--- src/design/lkix_pkg.sv ---
// Register map, field layout and types for the lookup index and flood control bank
package lkix_pkg;

   localparam int ADDR_W = 12;
   localparam int DATA_W = 32;

   // Register offsets
   localparam logic [11:0] REG_LUT_STATUS = 12'h314;
   localparam logic [11:0] REG_LUT_MASK   = 12'h315;
   localparam logic [11:0] REG_INDEX0     = 12'h316;
   localparam logic [11:0] REG_INDEX1     = 12'h318;
   localparam logic [11:0] REG_INDEX2     = 12'h31A;
   localparam logic [11:0] REG_UUC_CTRL   = 12'h320;
   localparam logic [11:0] REG_UMC_CTRL   = 12'h324;
   localparam logic [11:0] REG_UVID_CTRL  = 12'h328;

   // Field layout
   localparam int FWD_EN_BIT      = 31;
   localparam int PORT_MASK_W     = 3;
   localparam int ENTRY_IDX_W     = 12;
   localparam int BUCKET_IDX_W    = 10;
   localparam int INDEX_REG_W     = 16;
   localparam int STAT_W          = 3;
   localparam int STAT_LEARN_FAIL = 2;
   localparam int STAT_ALMOST_FULL = 1;
   localparam int STAT_WRITE_FAIL = 0;
   localparam int CNT_W           = 3;

   // Bucket occupancy thresholds, counted in static entries
   localparam logic [2:0] ALMOST_FULL_LO = 3'h2;
   localparam logic [2:0] ALMOST_FULL_HI = 3'h3;
   localparam logic [2:0] BUCKET_FULL    = 3'h4;

   // Reset values
   localparam logic [31:0] CTRL_RST  = 32'h00000000;
   localparam logic [15:0] INDEX_RST = 16'h0000;
   localparam logic [2:0]  STAT_RST  = 3'h0;
   localparam logic [2:0]  MASK_RST  = 3'h7;

   // Writable bits of a forwarding control register
   localparam logic [31:0] CTRL_WMASK = 32'h80000007;

   typedef enum logic [3:0] {
      CAT_NONE  = 4'h1,
      CAT_UVID  = 4'h2,
      CAT_UUC   = 4'h4,
      CAT_UMC   = 4'h8
   } lkix_cat_type;

   function automatic logic [31:0] ctrl_wmask(input logic [31:0] d);
      return d & CTRL_WMASK;
   endfunction

endpackage

--- src/design/lkix_index_reg.sv ---
// Holding register for one captured lookup table index
`timescale 1ns/10ps
`default_nettype none
module lkix_index_reg #(
   parameter int W = 10
) (
   input  wire logic         sys_clk,
   input  wire logic         srst,
   input  wire logic         load,
   input  wire logic [W-1:0] d,
   output var  logic [W-1:0] q
);

   // Holds until the next capture; reads never touch it
   always_ff @(posedge sys_clk) begin
      if (srst) begin
         q <= '0;
      end else if (load) begin
         q <= d;
      end
   end

endmodule
`default_nettype wire

--- src/design/lkix_flood_select.sv ---
// Unknown-destination category precedence and port selection
`timescale 1ns/10ps
`default_nettype none
module lkix_flood_select (
   input  wire logic                 sys_clk,
   input  wire logic                 srst,
   input  wire logic                 pkt_valid,
   input  wire logic                 pkt_unknown_vid,
   input  wire logic                 pkt_unknown_uc,
   input  wire logic                 pkt_unknown_mc,
   input  wire logic [31:0]          uvid_ctrl,
   input  wire logic [31:0]          uuc_ctrl,
   input  wire logic [31:0]          umc_ctrl,
   output var  logic                 fwd_valid,
   output var  lkix_pkg::lkix_cat_type fwd_cat,
   output var  logic [2:0]           fwd_ports
);

   lkix_pkg::lkix_cat_type next_cat;
   logic [31:0]            sel_ctrl;
   logic [2:0]             next_ports;

   // Unknown VID outranks unicast, which outranks multicast
   assign next_cat = pkt_unknown_vid ? lkix_pkg::CAT_UVID :
                     pkt_unknown_uc  ? lkix_pkg::CAT_UUC  :
                     pkt_unknown_mc  ? lkix_pkg::CAT_UMC  :
                                       lkix_pkg::CAT_NONE;

   assign sel_ctrl = (next_cat == lkix_pkg::CAT_UVID) ? uvid_ctrl :
                     (next_cat == lkix_pkg::CAT_UUC)  ? uuc_ctrl  :
                     (next_cat == lkix_pkg::CAT_UMC)  ? umc_ctrl  :
                                                        lkix_pkg::CTRL_RST;

   // Disabled category floods nowhere; lower ranks are not consulted
   assign next_ports = sel_ctrl[lkix_pkg::FWD_EN_BIT] ?
                       sel_ctrl[lkix_pkg::PORT_MASK_W-1:0] : 3'h0;

   always_ff @(posedge sys_clk) begin
      if (srst) begin
         fwd_valid <= 1'b0;
         fwd_cat   <= lkix_pkg::CAT_NONE;
         fwd_ports <= 3'h0;
      end else begin
         fwd_valid <= pkt_valid;
         fwd_cat   <= pkt_valid ? next_cat : lkix_pkg::CAT_NONE;
         fwd_ports <= pkt_valid ? next_ports : 3'h0;
      end
   end

endmodule
`default_nettype wire

--- src/design/lkix_lookup_index_flood.sv ---
// Lookup index capture, status flags and unknown-destination flood control registers
//
// Functional notes
// - A good static write into a bucket with 2 or 3 static entries stores the entry address in the 12-bit field.
// - A failed static write stores the bucket address in the 10-bit field of the same first index register.
// - A learn that fails because the bucket holds 4 static entries stores the bucket address.
// - Every host read or write of the lookup table stores the accessed bucket address.
// - A packet in several unknown categories is handled as unknown VLAN, else unicast, else multicast.
// - The unicast control enable bit 31 turns on flooding of unknown unicast to the masked ports.
// - Unicast control bits 2, 1, 0 select ports 3, 2, 1; a cleared bit excludes the port.
// - The multicast control enable bit 31 turns on flooding of unknown multicast to the masked ports.
// - Multicast control bits 2, 1, 0 select ports 3, 2, 1; a cleared bit excludes the port.
// - All three forwarding control registers reset to all zero, so flooding starts off.
// - Index fields are read-only, reset to zero, and bits above each field read zero.
// - An unknown VLAN control register with its own enable and port mask ranks first.
// - Each capture except a host access also sets its status flag, which the host clears by writing a one.
//
// Added by the designer: strobed register access.
`timescale 1ns/10ps
`default_nettype none
module lkix_lookup_index_flood (
   input  wire logic                 sys_clk,
   input  wire logic                 srst,
   // Register port
   input  wire logic [11:0]          reg_addr,
   input  wire logic [31:0]          reg_wdata,
   input  wire logic                 reg_wr,
   input  wire logic                 reg_rd,
   output var  logic [31:0]          reg_rdata,
   // Lookup engine events
   input  wire logic                 lue_static_wr_ok,
   input  wire logic [2:0]           lue_static_wr_cnt,
   input  wire logic [11:0]          lue_entry_addr,
   input  wire logic                 lue_static_wr_fail,
   input  wire logic                 lue_learn_fail,
   input  wire logic [2:0]           lue_learn_cnt,
   input  wire logic                 lue_host_access,
   input  wire logic [9:0]           lue_bucket_addr,
   // Packet classification
   input  wire logic                 pkt_valid,
   input  wire logic                 pkt_unknown_vid,
   input  wire logic                 pkt_unknown_uc,
   input  wire logic                 pkt_unknown_mc,
   output var  logic                 fwd_valid,
   output var  lkix_pkg::lkix_cat_type fwd_cat,
   output var  logic [2:0]           fwd_ports,
   // Interrupt
   output var  logic                 lut_irq
);

   // Address decode
   logic hit_status;
   logic hit_mask;
   logic hit_index0;
   logic hit_index1;
   logic hit_index2;
   logic hit_uuc;
   logic hit_umc;
   logic hit_uvid;

   assign hit_status = (reg_addr == lkix_pkg::REG_LUT_STATUS);
   assign hit_mask   = (reg_addr == lkix_pkg::REG_LUT_MASK);
   assign hit_index0 = (reg_addr == lkix_pkg::REG_INDEX0);
   assign hit_index1 = (reg_addr == lkix_pkg::REG_INDEX1);
   assign hit_index2 = (reg_addr == lkix_pkg::REG_INDEX2);
   assign hit_uuc    = (reg_addr == lkix_pkg::REG_UUC_CTRL);
   assign hit_umc    = (reg_addr == lkix_pkg::REG_UMC_CTRL);
   assign hit_uvid   = (reg_addr == lkix_pkg::REG_UVID_CTRL);

   // Event qualification
   logic almost_full_evt;
   logic write_fail_evt;
   logic learn_fail_evt;
   logic host_access_evt;

   // Engine reports occupancy before the write
   assign almost_full_evt = lue_static_wr_ok &&
                            (lue_static_wr_cnt == lkix_pkg::ALMOST_FULL_LO ||
                             lue_static_wr_cnt == lkix_pkg::ALMOST_FULL_HI);
   assign write_fail_evt  = lue_static_wr_fail;
   // Learn misses for other reasons are not captured
   assign learn_fail_evt  = lue_learn_fail &&
                            (lue_learn_cnt == lkix_pkg::BUCKET_FULL);
   assign host_access_evt = lue_host_access;

   // Index capture
   logic [11:0] index0_d;
   logic        index0_load;
   logic [11:0] index0_q;
   logic [9:0]  index1_q;
   logic [9:0]  index2_q;

   // A write is either good or failed, never both; failure wins defensively
   assign index0_load = almost_full_evt | write_fail_evt;
   assign index0_d    = write_fail_evt ? {2'h0, lue_bucket_addr} : lue_entry_addr;

   lkix_index_reg #(
      .W (lkix_pkg::ENTRY_IDX_W)
   ) u_index0 (
      .sys_clk (sys_clk),
      .srst    (srst),
      .load    (index0_load),
      .d       (index0_d),
      .q       (index0_q)
   );

   lkix_index_reg #(
      .W (lkix_pkg::BUCKET_IDX_W)
   ) u_index1 (
      .sys_clk (sys_clk),
      .srst    (srst),
      .load    (learn_fail_evt),
      .d       (lue_bucket_addr),
      .q       (index1_q)
   );

   lkix_index_reg #(
      .W (lkix_pkg::BUCKET_IDX_W)
   ) u_index2 (
      .sys_clk (sys_clk),
      .srst    (srst),
      .load    (host_access_evt),
      .d       (lue_bucket_addr),
      .q       (index2_q)
   );

   // Zero-extended views for the read path
   logic [15:0] index0_view;
   logic [15:0] index1_view;
   logic [15:0] index2_view;

   assign index0_view = {4'h0, index0_q};
   assign index1_view = {6'h00, index1_q};
   assign index2_view = {6'h00, index2_q};

   // Forwarding control registers
   logic [31:0] uuc_ctrl;
   logic [31:0] umc_ctrl;
   logic [31:0] uvid_ctrl;
   logic        wr_uuc;
   logic        wr_umc;
   logic        wr_uvid;

   assign wr_uuc  = reg_wr && hit_uuc;
   assign wr_umc  = reg_wr && hit_umc;
   assign wr_uvid = reg_wr && hit_uvid;

   always_ff @(posedge sys_clk) begin
      if (srst) begin
         uuc_ctrl  <= lkix_pkg::CTRL_RST;
         umc_ctrl  <= lkix_pkg::CTRL_RST;
         uvid_ctrl <= lkix_pkg::CTRL_RST;
      end else begin
         if (wr_uuc) begin
            uuc_ctrl <= lkix_pkg::ctrl_wmask(reg_wdata);
         end
         if (wr_umc) begin
            umc_ctrl <= lkix_pkg::ctrl_wmask(reg_wdata);
         end
         if (wr_uvid) begin
            uvid_ctrl <= lkix_pkg::ctrl_wmask(reg_wdata);
         end
      end
   end

   // Status flags and mask
   logic [2:0] lut_status;
   logic [2:0] lut_mask;
   logic [2:0] status_set;
   logic [2:0] status_clr;
   logic [2:0] next_status;
   logic       rd_status;
   logic       wr_status;
   logic       wr_mask;

   assign rd_status = reg_rd && hit_status;
   assign wr_status = reg_wr && hit_status;
   assign wr_mask   = reg_wr && hit_mask;

   assign status_set = {learn_fail_evt, almost_full_evt, write_fail_evt};

   // Write-one clears a flag; a read of the register clears all of them
   assign status_clr = (wr_status ? reg_wdata[lkix_pkg::STAT_W-1:0] : 3'h0) |
                       (rd_status ? 3'h7 : 3'h0);

   // Set beats clear so a same-cycle event survives
   assign next_status = (lut_status & ~status_clr) | status_set;

   always_ff @(posedge sys_clk) begin
      if (srst) begin
         lut_status <= lkix_pkg::STAT_RST;
         lut_mask   <= lkix_pkg::MASK_RST;
      end else begin
         lut_status <= next_status;
         if (wr_mask) begin
            lut_mask <= reg_wdata[lkix_pkg::STAT_W-1:0];
         end
      end
   end

   // Mask bit set means the source is blocked
   logic next_irq;

   assign next_irq = |(next_status & ~(wr_mask ? reg_wdata[lkix_pkg::STAT_W-1:0] : lut_mask));

   always_ff @(posedge sys_clk) begin
      if (srst) begin
         lut_irq <= 1'b0;
      end else begin
         lut_irq <= next_irq;
      end
   end

   // Read path
   logic [31:0] rd_mux;
   logic [31:0] next_rdata;

   assign rd_mux = hit_status ? {29'h0, lut_status} :
                   hit_mask   ? {29'h0, lut_mask}   :
                   hit_index0 ? {16'h0000, index0_view} :
                   hit_index1 ? {16'h0000, index1_view} :
                   hit_index2 ? {16'h0000, index2_view} :
                   hit_uuc    ? uuc_ctrl  :
                   hit_umc    ? umc_ctrl  :
                   hit_uvid   ? uvid_ctrl :
                                32'h00000000;

   // Data stand one cycle only; zero otherwise
   assign next_rdata = reg_rd ? rd_mux : 32'h00000000;

   always_ff @(posedge sys_clk) begin
      if (srst) begin
         reg_rdata <= 32'h00000000;
      end else begin
         reg_rdata <= next_rdata;
      end
   end

   // Packet category and destination selection
   lkix_flood_select u_flood (
      .sys_clk         (sys_clk),
      .srst            (srst),
      .pkt_valid       (pkt_valid),
      .pkt_unknown_vid (pkt_unknown_vid),
      .pkt_unknown_uc  (pkt_unknown_uc),
      .pkt_unknown_mc  (pkt_unknown_mc),
      .uvid_ctrl       (uvid_ctrl),
      .uuc_ctrl        (uuc_ctrl),
      .umc_ctrl        (umc_ctrl),
      .fwd_valid       (fwd_valid),
      .fwd_cat         (fwd_cat),
      .fwd_ports       (fwd_ports)
   );

endmodule
`default_nettype wire

--- config.mk ---
export PLATFORM = sky130hd
export DESIGN_NAME = lkix_lookup_index_flood
export DESIGN_NICKNAME = d
export VERILOG_FILES = /design/src/design/lkix_pkg.sv /design/src/design/lkix_index_reg.sv /design/src/design/lkix_flood_select.sv /design/src/design/lkix_lookup_index_flood.sv
export SDC_FILE = /design/constraint.sdc
export NUM_CORES = 1
export LEC_CHECK = 0
export BUFFER_PORTS_ARGS = -buffer_cell sky130_fd_sc_hd__buf_2
export CAP_MARGIN = 25
export CORE_ASPECT_RATIO = 1.75
export CORE_MARGIN = 3
export CORE_UTILIZATION = 45
export CTS_BUF_LIST = sky130_fd_sc_hd__clkbuf_16
export DETAILED_ROUTE_END_ITERATION = 8
export GPL_ROUTABILITY_DRIVEN = 1
export GPL_TIMING_DRIVEN = 0
export PLACE_DENSITY_LB_ADDON = 0.15
export SYNTH_ARGS = -nofsm -noshare
export SYNTH_HDL_FRONTEND = slang
export SYNTH_SLANG_ARGS = --single-unit
--- constraint.sdc ---
create_clock -name sys_clk -period 2.2 [get_ports sys_clk]
set_clock_uncertainty 0.1 [all_clocks]
set_input_delay 0.22 -clock sys_clk [delete_from_list [all_inputs] [get_ports sys_clk]]
set_output_delay 0.22 -clock sys_clk [all_outputs]
set_load 0.01 [all_outputs]
# Word-level counts from Yosys, hierarchy flattened
# Index checks and enable logic that the tools add are counted.
totals:
  ff_bits: 91
  wordCells: 72
  out_inout_bits: 41
  in_bits: 84
op_classes:
  bitwise: 10
  n_reduce_logical: 15
  eq_ne: 14
  n_mux: 18
ops:
  columns: ["operator", "count"]
  rows:
  - ["32-bit two-way mux", 6]
  - ["12-bit by 10-bit == test with 1-bit output, second input constant", 8]
  - ["12-bit two-way mux", 4]
  - ["3-bit two-way mux", 5]
  - ["4-bit two-way mux", 3]
  - ["1-bit logical AND", 8]
  - ["7-bit OR reduction", 1]
  - ["3-bit AND", 2]
  - ["3-bit by 2-bit == test with 1-bit output, second input constant", 2]
  - ["3-bit inverter", 2]
  - ["3-bit bitwise OR", 2]
  - ["3-bit OR reduction", 2]
  - ["4-bit by 2-bit == test with 1-bit output, second input constant", 1]
  - ["4-bit by 3-bit == test with 1-bit output, second input constant", 1]
  - ["4-bit == test, second input constant", 1]
  - ["2-bit OR reduction", 2]
  - ["4-bit OR reduction", 1]
  - ["3-bit == test, second input constant", 1]
  - ["1-bit inverter", 3]
  - ["1-bit logical OR", 1]
  - ["1-bit bitwise OR", 1]

# Longest topological paths before layout
logic_depth:
  word_depth: 9
  mapped_depth: 7
  depth_no_buf: 5

# By module
# Synthesis repeated with hierarchy kept, for this count alone.
hier_totals:
  hier_cells: 359
  area_unflattened_um2: 3310.7
by_module_without_submodules:
  columns: ["module", "cells_each", "area_per_inst_um2", "n_inst", "seq_area_each_um2"]
  rows:
  - ["lkix_lookup_index_flood", 228, 1878.1, 1, 640.6]
  - ["lkix_index_reg at u_index1 ...", 32, 352.8, 2, 200.2]
  - ["lkix_index_reg at u_index0", 38, 420.4, 1, 240.2]
  - ["lkix_flood_select", 29, 306.5, 1, 160.2]

# Worst setup path before layout
# No wires, ideal clock.
synth_path:
  path_type: "input to register"
  from: "input port reg_addr[5]"
  to: "register lut_irq"
  setup_time_ns: 0.095
  path_slack_ns: 0.157
  stages: 6
  t_arrival_ns: 1.847
  path_buffers: 1
  required_time_ns: 2.005
  path_cell_list: "or4b_4 -> buf_6 -> nor4_4 -> mux2_2 -> a211o_1 -> o311ai_1"
synth_via:
  elab_chain_len: 9
  word_cells_on_any_way: 15
  cone_classes: "eq/ne (2); mux (3); bitwise (6); reduce/logical (4)"
synth_lines:
  columns: ["item", "line", "source"]
  rows:
  - ["start: declaration", "lkix_lookup_index_flood.sv:25", "input wire logic [11:0] reg_addr,"]
  - ["12-bit by 10-bit == test with 1-bit output", "lkix_lookup_index_flood.sv:61", "assign hit_status = (reg_addr == lkix_pkg::REG_LUT_STATUS);"]
  - ["1-bit logical AND (on tied branches)", "lkix_lookup_index_flood.sv:177, lkix_lookup_index_flood.sv:176", null]
  - ["3-bit two-way mux (on tied branches)", "lkix_lookup_index_flood.sv:183, lkix_lookup_index_flood.sv:184", null]
  - ["3-bit bitwise OR", "lkix_lookup_index_flood.sv:183", "assign status_clr = (wr_status ? reg_wdata[lkix_pkg::STAT_W-1:0] : 3'h0) |"]
  - ["3-bit inverter", "lkix_lookup_index_flood.sv:187", "assign next_status = (lut_status & ~status_clr) | status_set;"]
  - ["3-bit AND", "lkix_lookup_index_flood.sv:187", null]
  - ["3-bit bitwise OR", "lkix_lookup_index_flood.sv:187", null]
  - ["3-bit AND *", "lkix_lookup_index_flood.sv:204", "assign next_irq = |(next_status & ~(wr_mask ? reg_wdata[lkix_pkg::STAT_W-1:0] : lut_mask));"]
  - ["3-bit OR reduction *", "lkix_lookup_index_flood.sv:204", null]
  - ["end signal: assignment", "lkix_lookup_index_flood.sv:210", "lut_irq <= next_irq;"]
  - ["end: declaration", "lkix_lookup_index_flood.sv:48", "output var logic lut_irq"]
# Mark *: on every way between the ends. The rest lies on a longest branch, timed or not.
# A chain may end at the register's enable or synchronous reset.

# Final worst setup path
layout_path:
  from: "input port reg_addr[2]"
  to: "register reg_rdata[2]"
layout_via:
  elab_chain_len: 9
  word_cells_on_any_way: 16
  cone_classes: "eq/ne (8); mux (8)"
layout_lines:
  columns: ["item", "line", "source"]
  rows:
  - ["12-bit by 10-bit == test with 1-bit output", "lkix_lookup_index_flood.sv:68", "assign hit_uvid = (reg_addr == lkix_pkg::REG_UVID_CTRL);"]
  - ["32-bit two-way mux", "lkix_lookup_index_flood.sv:225", "hit_uvid ? uvid_ctrl :"]
  - ["32-bit two-way mux", "lkix_lookup_index_flood.sv:224", "hit_umc ? umc_ctrl :"]
  - ["32-bit two-way mux", "lkix_lookup_index_flood.sv:223", "hit_uuc ? uuc_ctrl :"]
  - ["12-bit two-way mux", "lkix_lookup_index_flood.sv:222", "hit_index2 ? {16'h0000, index2_view} :"]
  - ["12-bit two-way mux", "lkix_lookup_index_flood.sv:221", "hit_index1 ? {16'h0000, index1_view} :"]
  - ["12-bit two-way mux", "lkix_lookup_index_flood.sv:220", "hit_index0 ? {16'h0000, index0_view} :"]
  - ["3-bit two-way mux", "lkix_lookup_index_flood.sv:219", "hit_mask ? {29'h0, lut_mask} :"]
  - ["3-bit two-way mux *", "lkix_lookup_index_flood.sv:218", "assign rd_mux = hit_status ? {29'h0, lut_status} :"]
  - ["end signal: assignment", "lkix_lookup_index_flood.sv:235", "reg_rdata <= next_rdata;"]
  - ["end: declaration", "lkix_lookup_index_flood.sv:29", "output var logic [31:0] reg_rdata,"]
# Marked as above.

==> summary.txt <==
CTS H-tree depth: 3
CTS Sinks: 72
Synth top cells by count: dfxtp_1, nor2_1, a21oi_1
PD cells: 734.4 nW/µm²
Psw: 0.0007046 W
fraction of registers with async set or reset after synthesis: 0
worst min path class: in -> reg
DRT iter0 DRCs: 170
DRT Pass-1 Iters: 4
max layer used: met4
RSZ-0062 raised after global routing: false
outcome: complete, no violations
Port Buffers: 71
DR WL/cell: 16.35 µm
root buffer cell: clkbuf_16
Yosys cell types: 43
clock network power share: 0.456
Worst-path clk slew: 0.05 ns
Slew headroom: 0.4520
Final Slew Violations: 0
Int Pwr: 0.002316 W
max incr delay on CP: 0.45 ns
fin util: 0.5870
Final Hold Vio Count: 0
ANT cells: 0
top-area cell type share of the netlist area: 0.4369
via count: 2958
CP max stage cell: nor2b_1
Peak supply drop: 0.4843 mV
count leader, synth: dfxtp_1
ANT nets after route: 0
layout net count: 561
DR WL met3: 515 µm
Synth area leaders: dfxtp_1, mux2i_1, a21oi_1
Top Ports: 125
DP Worst Slack: -0.4247 ns
die area: 8436 µm²
post-synthesis mux area share: 0.1369
ys flop type: dfxtp_1
layout cells sized above 1: 0.2557
CP arrival: 2.27 ns
TritonCTS clock tree: yes
Synth area leader: dfxtp_1
core box area: 7007 µm²
Max Freq: 0.4654 GHz
part of the Yosys area used for sequential elements: 0.4369
Tot Pwr: 0.003020 W
Post-Syn Area: 3299 µm²
DRT met1 WL: 3.242 mm
met2 wire length: 5.198 mm
final setup fails: 0
leakage power: 1.815 nW
Adder-Cell Fraction of Synth Area: 0
Synth Area in Simple Gates: 0.2184
R2R Path Start: umc_ctrl[2]
Reg power frac: 0.448
initial antenna violation count: 0
post-DP HPWL: 6.983 mm
Logic pwr share: 0.096
Row Count: 40
Worst Setup Path Type: in -> reg
Total Wirelength: 9.240 mm
RD Place Congestion: 0.9000
grt ovf: 0
crit-path max FO: 9
first-pass GRT wire length: 14.47 mm
# DRC: 0
CP cell instances: clkbuf_1, nor2b_1, nand2_1, nor3_4, a222oi_1, a221oi_1
largest net degree at the start of global routing: 12
Synth Area in XOR/XNOR: 0
Hold Startpoint: lue_bucket_addr[1]
Critical path origin: reg_addr[2]
Initial Util: 0.4709
clk buf depth: 2
Largest delay share family, worst path: simple AND/OR/NAND/NOR gates
average size of a mapped cell: 8.752 µm²
Syn Inst Count: 377
Tmin final: 2.149 ns
largest family of logic cells by synthesized area: simple AND/OR/NAND/NOR gates
Die Wd: 70.73 µm
Worst setup EP type: flop
gr usage total: 0.2226
crit start category: primary input
final setup margin: 0.05121 ns
Die Ht: 119.3 µm
Worst Path Buf+Inv: 1
max cap viols: 0
Yosys warnings: 0
vias per cell: 5.235
clk_lat worst skew: 0.33 ns
TritonCTS Buffers: 9
number of global-route vias before repair: 3048
worst slew pin tran: 0.8152 ns
Net Sw Frac: 0.2333
area delta synth->final: 24.65%
Yosys reg bits: 72
number of enable flip-flop cells after synthesis: 0
Compound-Gate Fraction of Synth Area: 0.1327
CP required: 2.32 ns
Tcrit/Tclk final: 0.9767
==> final timing paths <==
path                            slack [ns]            end  depth (start not counted)
worst min register to register        0.36  u_index1.q[3]                          2
worst max-delay path                  0.05   reg_rdata[2]                          6
worst max register to register        0.54   reg_rdata[2]                          4
worst min-delay path                  0.06  u_index0.q[1]                          3
==> metrics by stage <==
step | instance area (µm²) | hold WS, ns | instances | TNS [ns]
finish | 4113 | 0.05706 | 565 | 0
global route | 4113 | 0.06200 | 565 | 0
CTS | 4113 | 0.04446 | 565 | 0
detailed placement | 3827 | 0.3458 | 550 | -0.7401
global placement | 3827 | 0.3399 | 550 | -0.9595
floorplan | 3367 | 0.2269 | 395 | 0
==> worst register-to-register path: cells and delay by family (launching register included) <==
kind / cells / cell delay (ns)
flip-flops: 1 / 0.33
multiplexers: 1 / 0.13
AO/OA/AOI/OAI: 3 / 0.94
==> cells by family after synthesis <==
kind of cell           after synthesis
and+or+nand+nor                    141
AOI/OAI and AO/OA                   76
DFF                                 72
buffers and inverters               43
muxes                               44
other                                1
==> timing repair <==
item	in CTS	in global routing
buffers inserted	0	0
endpoints found under the setup margin	1	0
gates resized for setup	1	0
hold buffers	0	0
==> power by group through the flow <==
stage	combinational (W)	clock, W	sequential (W)
floorplan	0.000178	0	0.00138
global placement	0.000283	0	0.00138
detailed placement	0.000287	0	0.00138
CTS	0.000289	0.00139	0.00135
global route	0.000319	0.00146	0.00136
finish	0.000291	0.00138	0.00135
==> cells in the final DEF, fill, tap and decap left out, types with 4 or more instances in the layout <==
cell type / n
nor3_1: 8
inv_1: 5
a22oi_1: 7
nand2_1: 39
nor2_1: 53
mux2_2: 9
a21oi_1: 41
conb_1: 19
dfxtp_1: 72
buf_4: 20
buf_2: 71
clkbuf_1: 17
mux2i_1: 35
and3_1: 4
or2_1: 4
clkbuf_16: 9
nand3b_1: 6
o21ai_0: 15
==> registers in the layout, summed over array words and instances (netlist names) <==
register	count
lut_status	3
u_flood.fwd_cat	4
lut_irq	1
u_index1.q	10
lut_mask	3
u_index0.q	12
u_index2.q	10
uvid_ctrl	4
umc_ctrl	4
uuc_ctrl	4
reg_rdata	13
u_flood.fwd_ports	3
u_flood.fwd_valid	1
==> metal layers <==
layer,vias up,global-route usage
li1,1477,-
met1,1360,0.2082
met2,101,0.4215
met3,20,0.05743
met4,0,0.1224
met5,-,0
==> area by class of cell <==
type	count	area, µm²
sequential	72	1441
fill	657	2894
inverter	3	11.26
clock buffer	9	225.2
clock inverter	6	53.80
buffer	40	232.7
multi-input combinational	280	1688
timing repair buffer	71	355.3
tap	84	105.1
No activity file was read; power rests on OpenSTA's default activity.
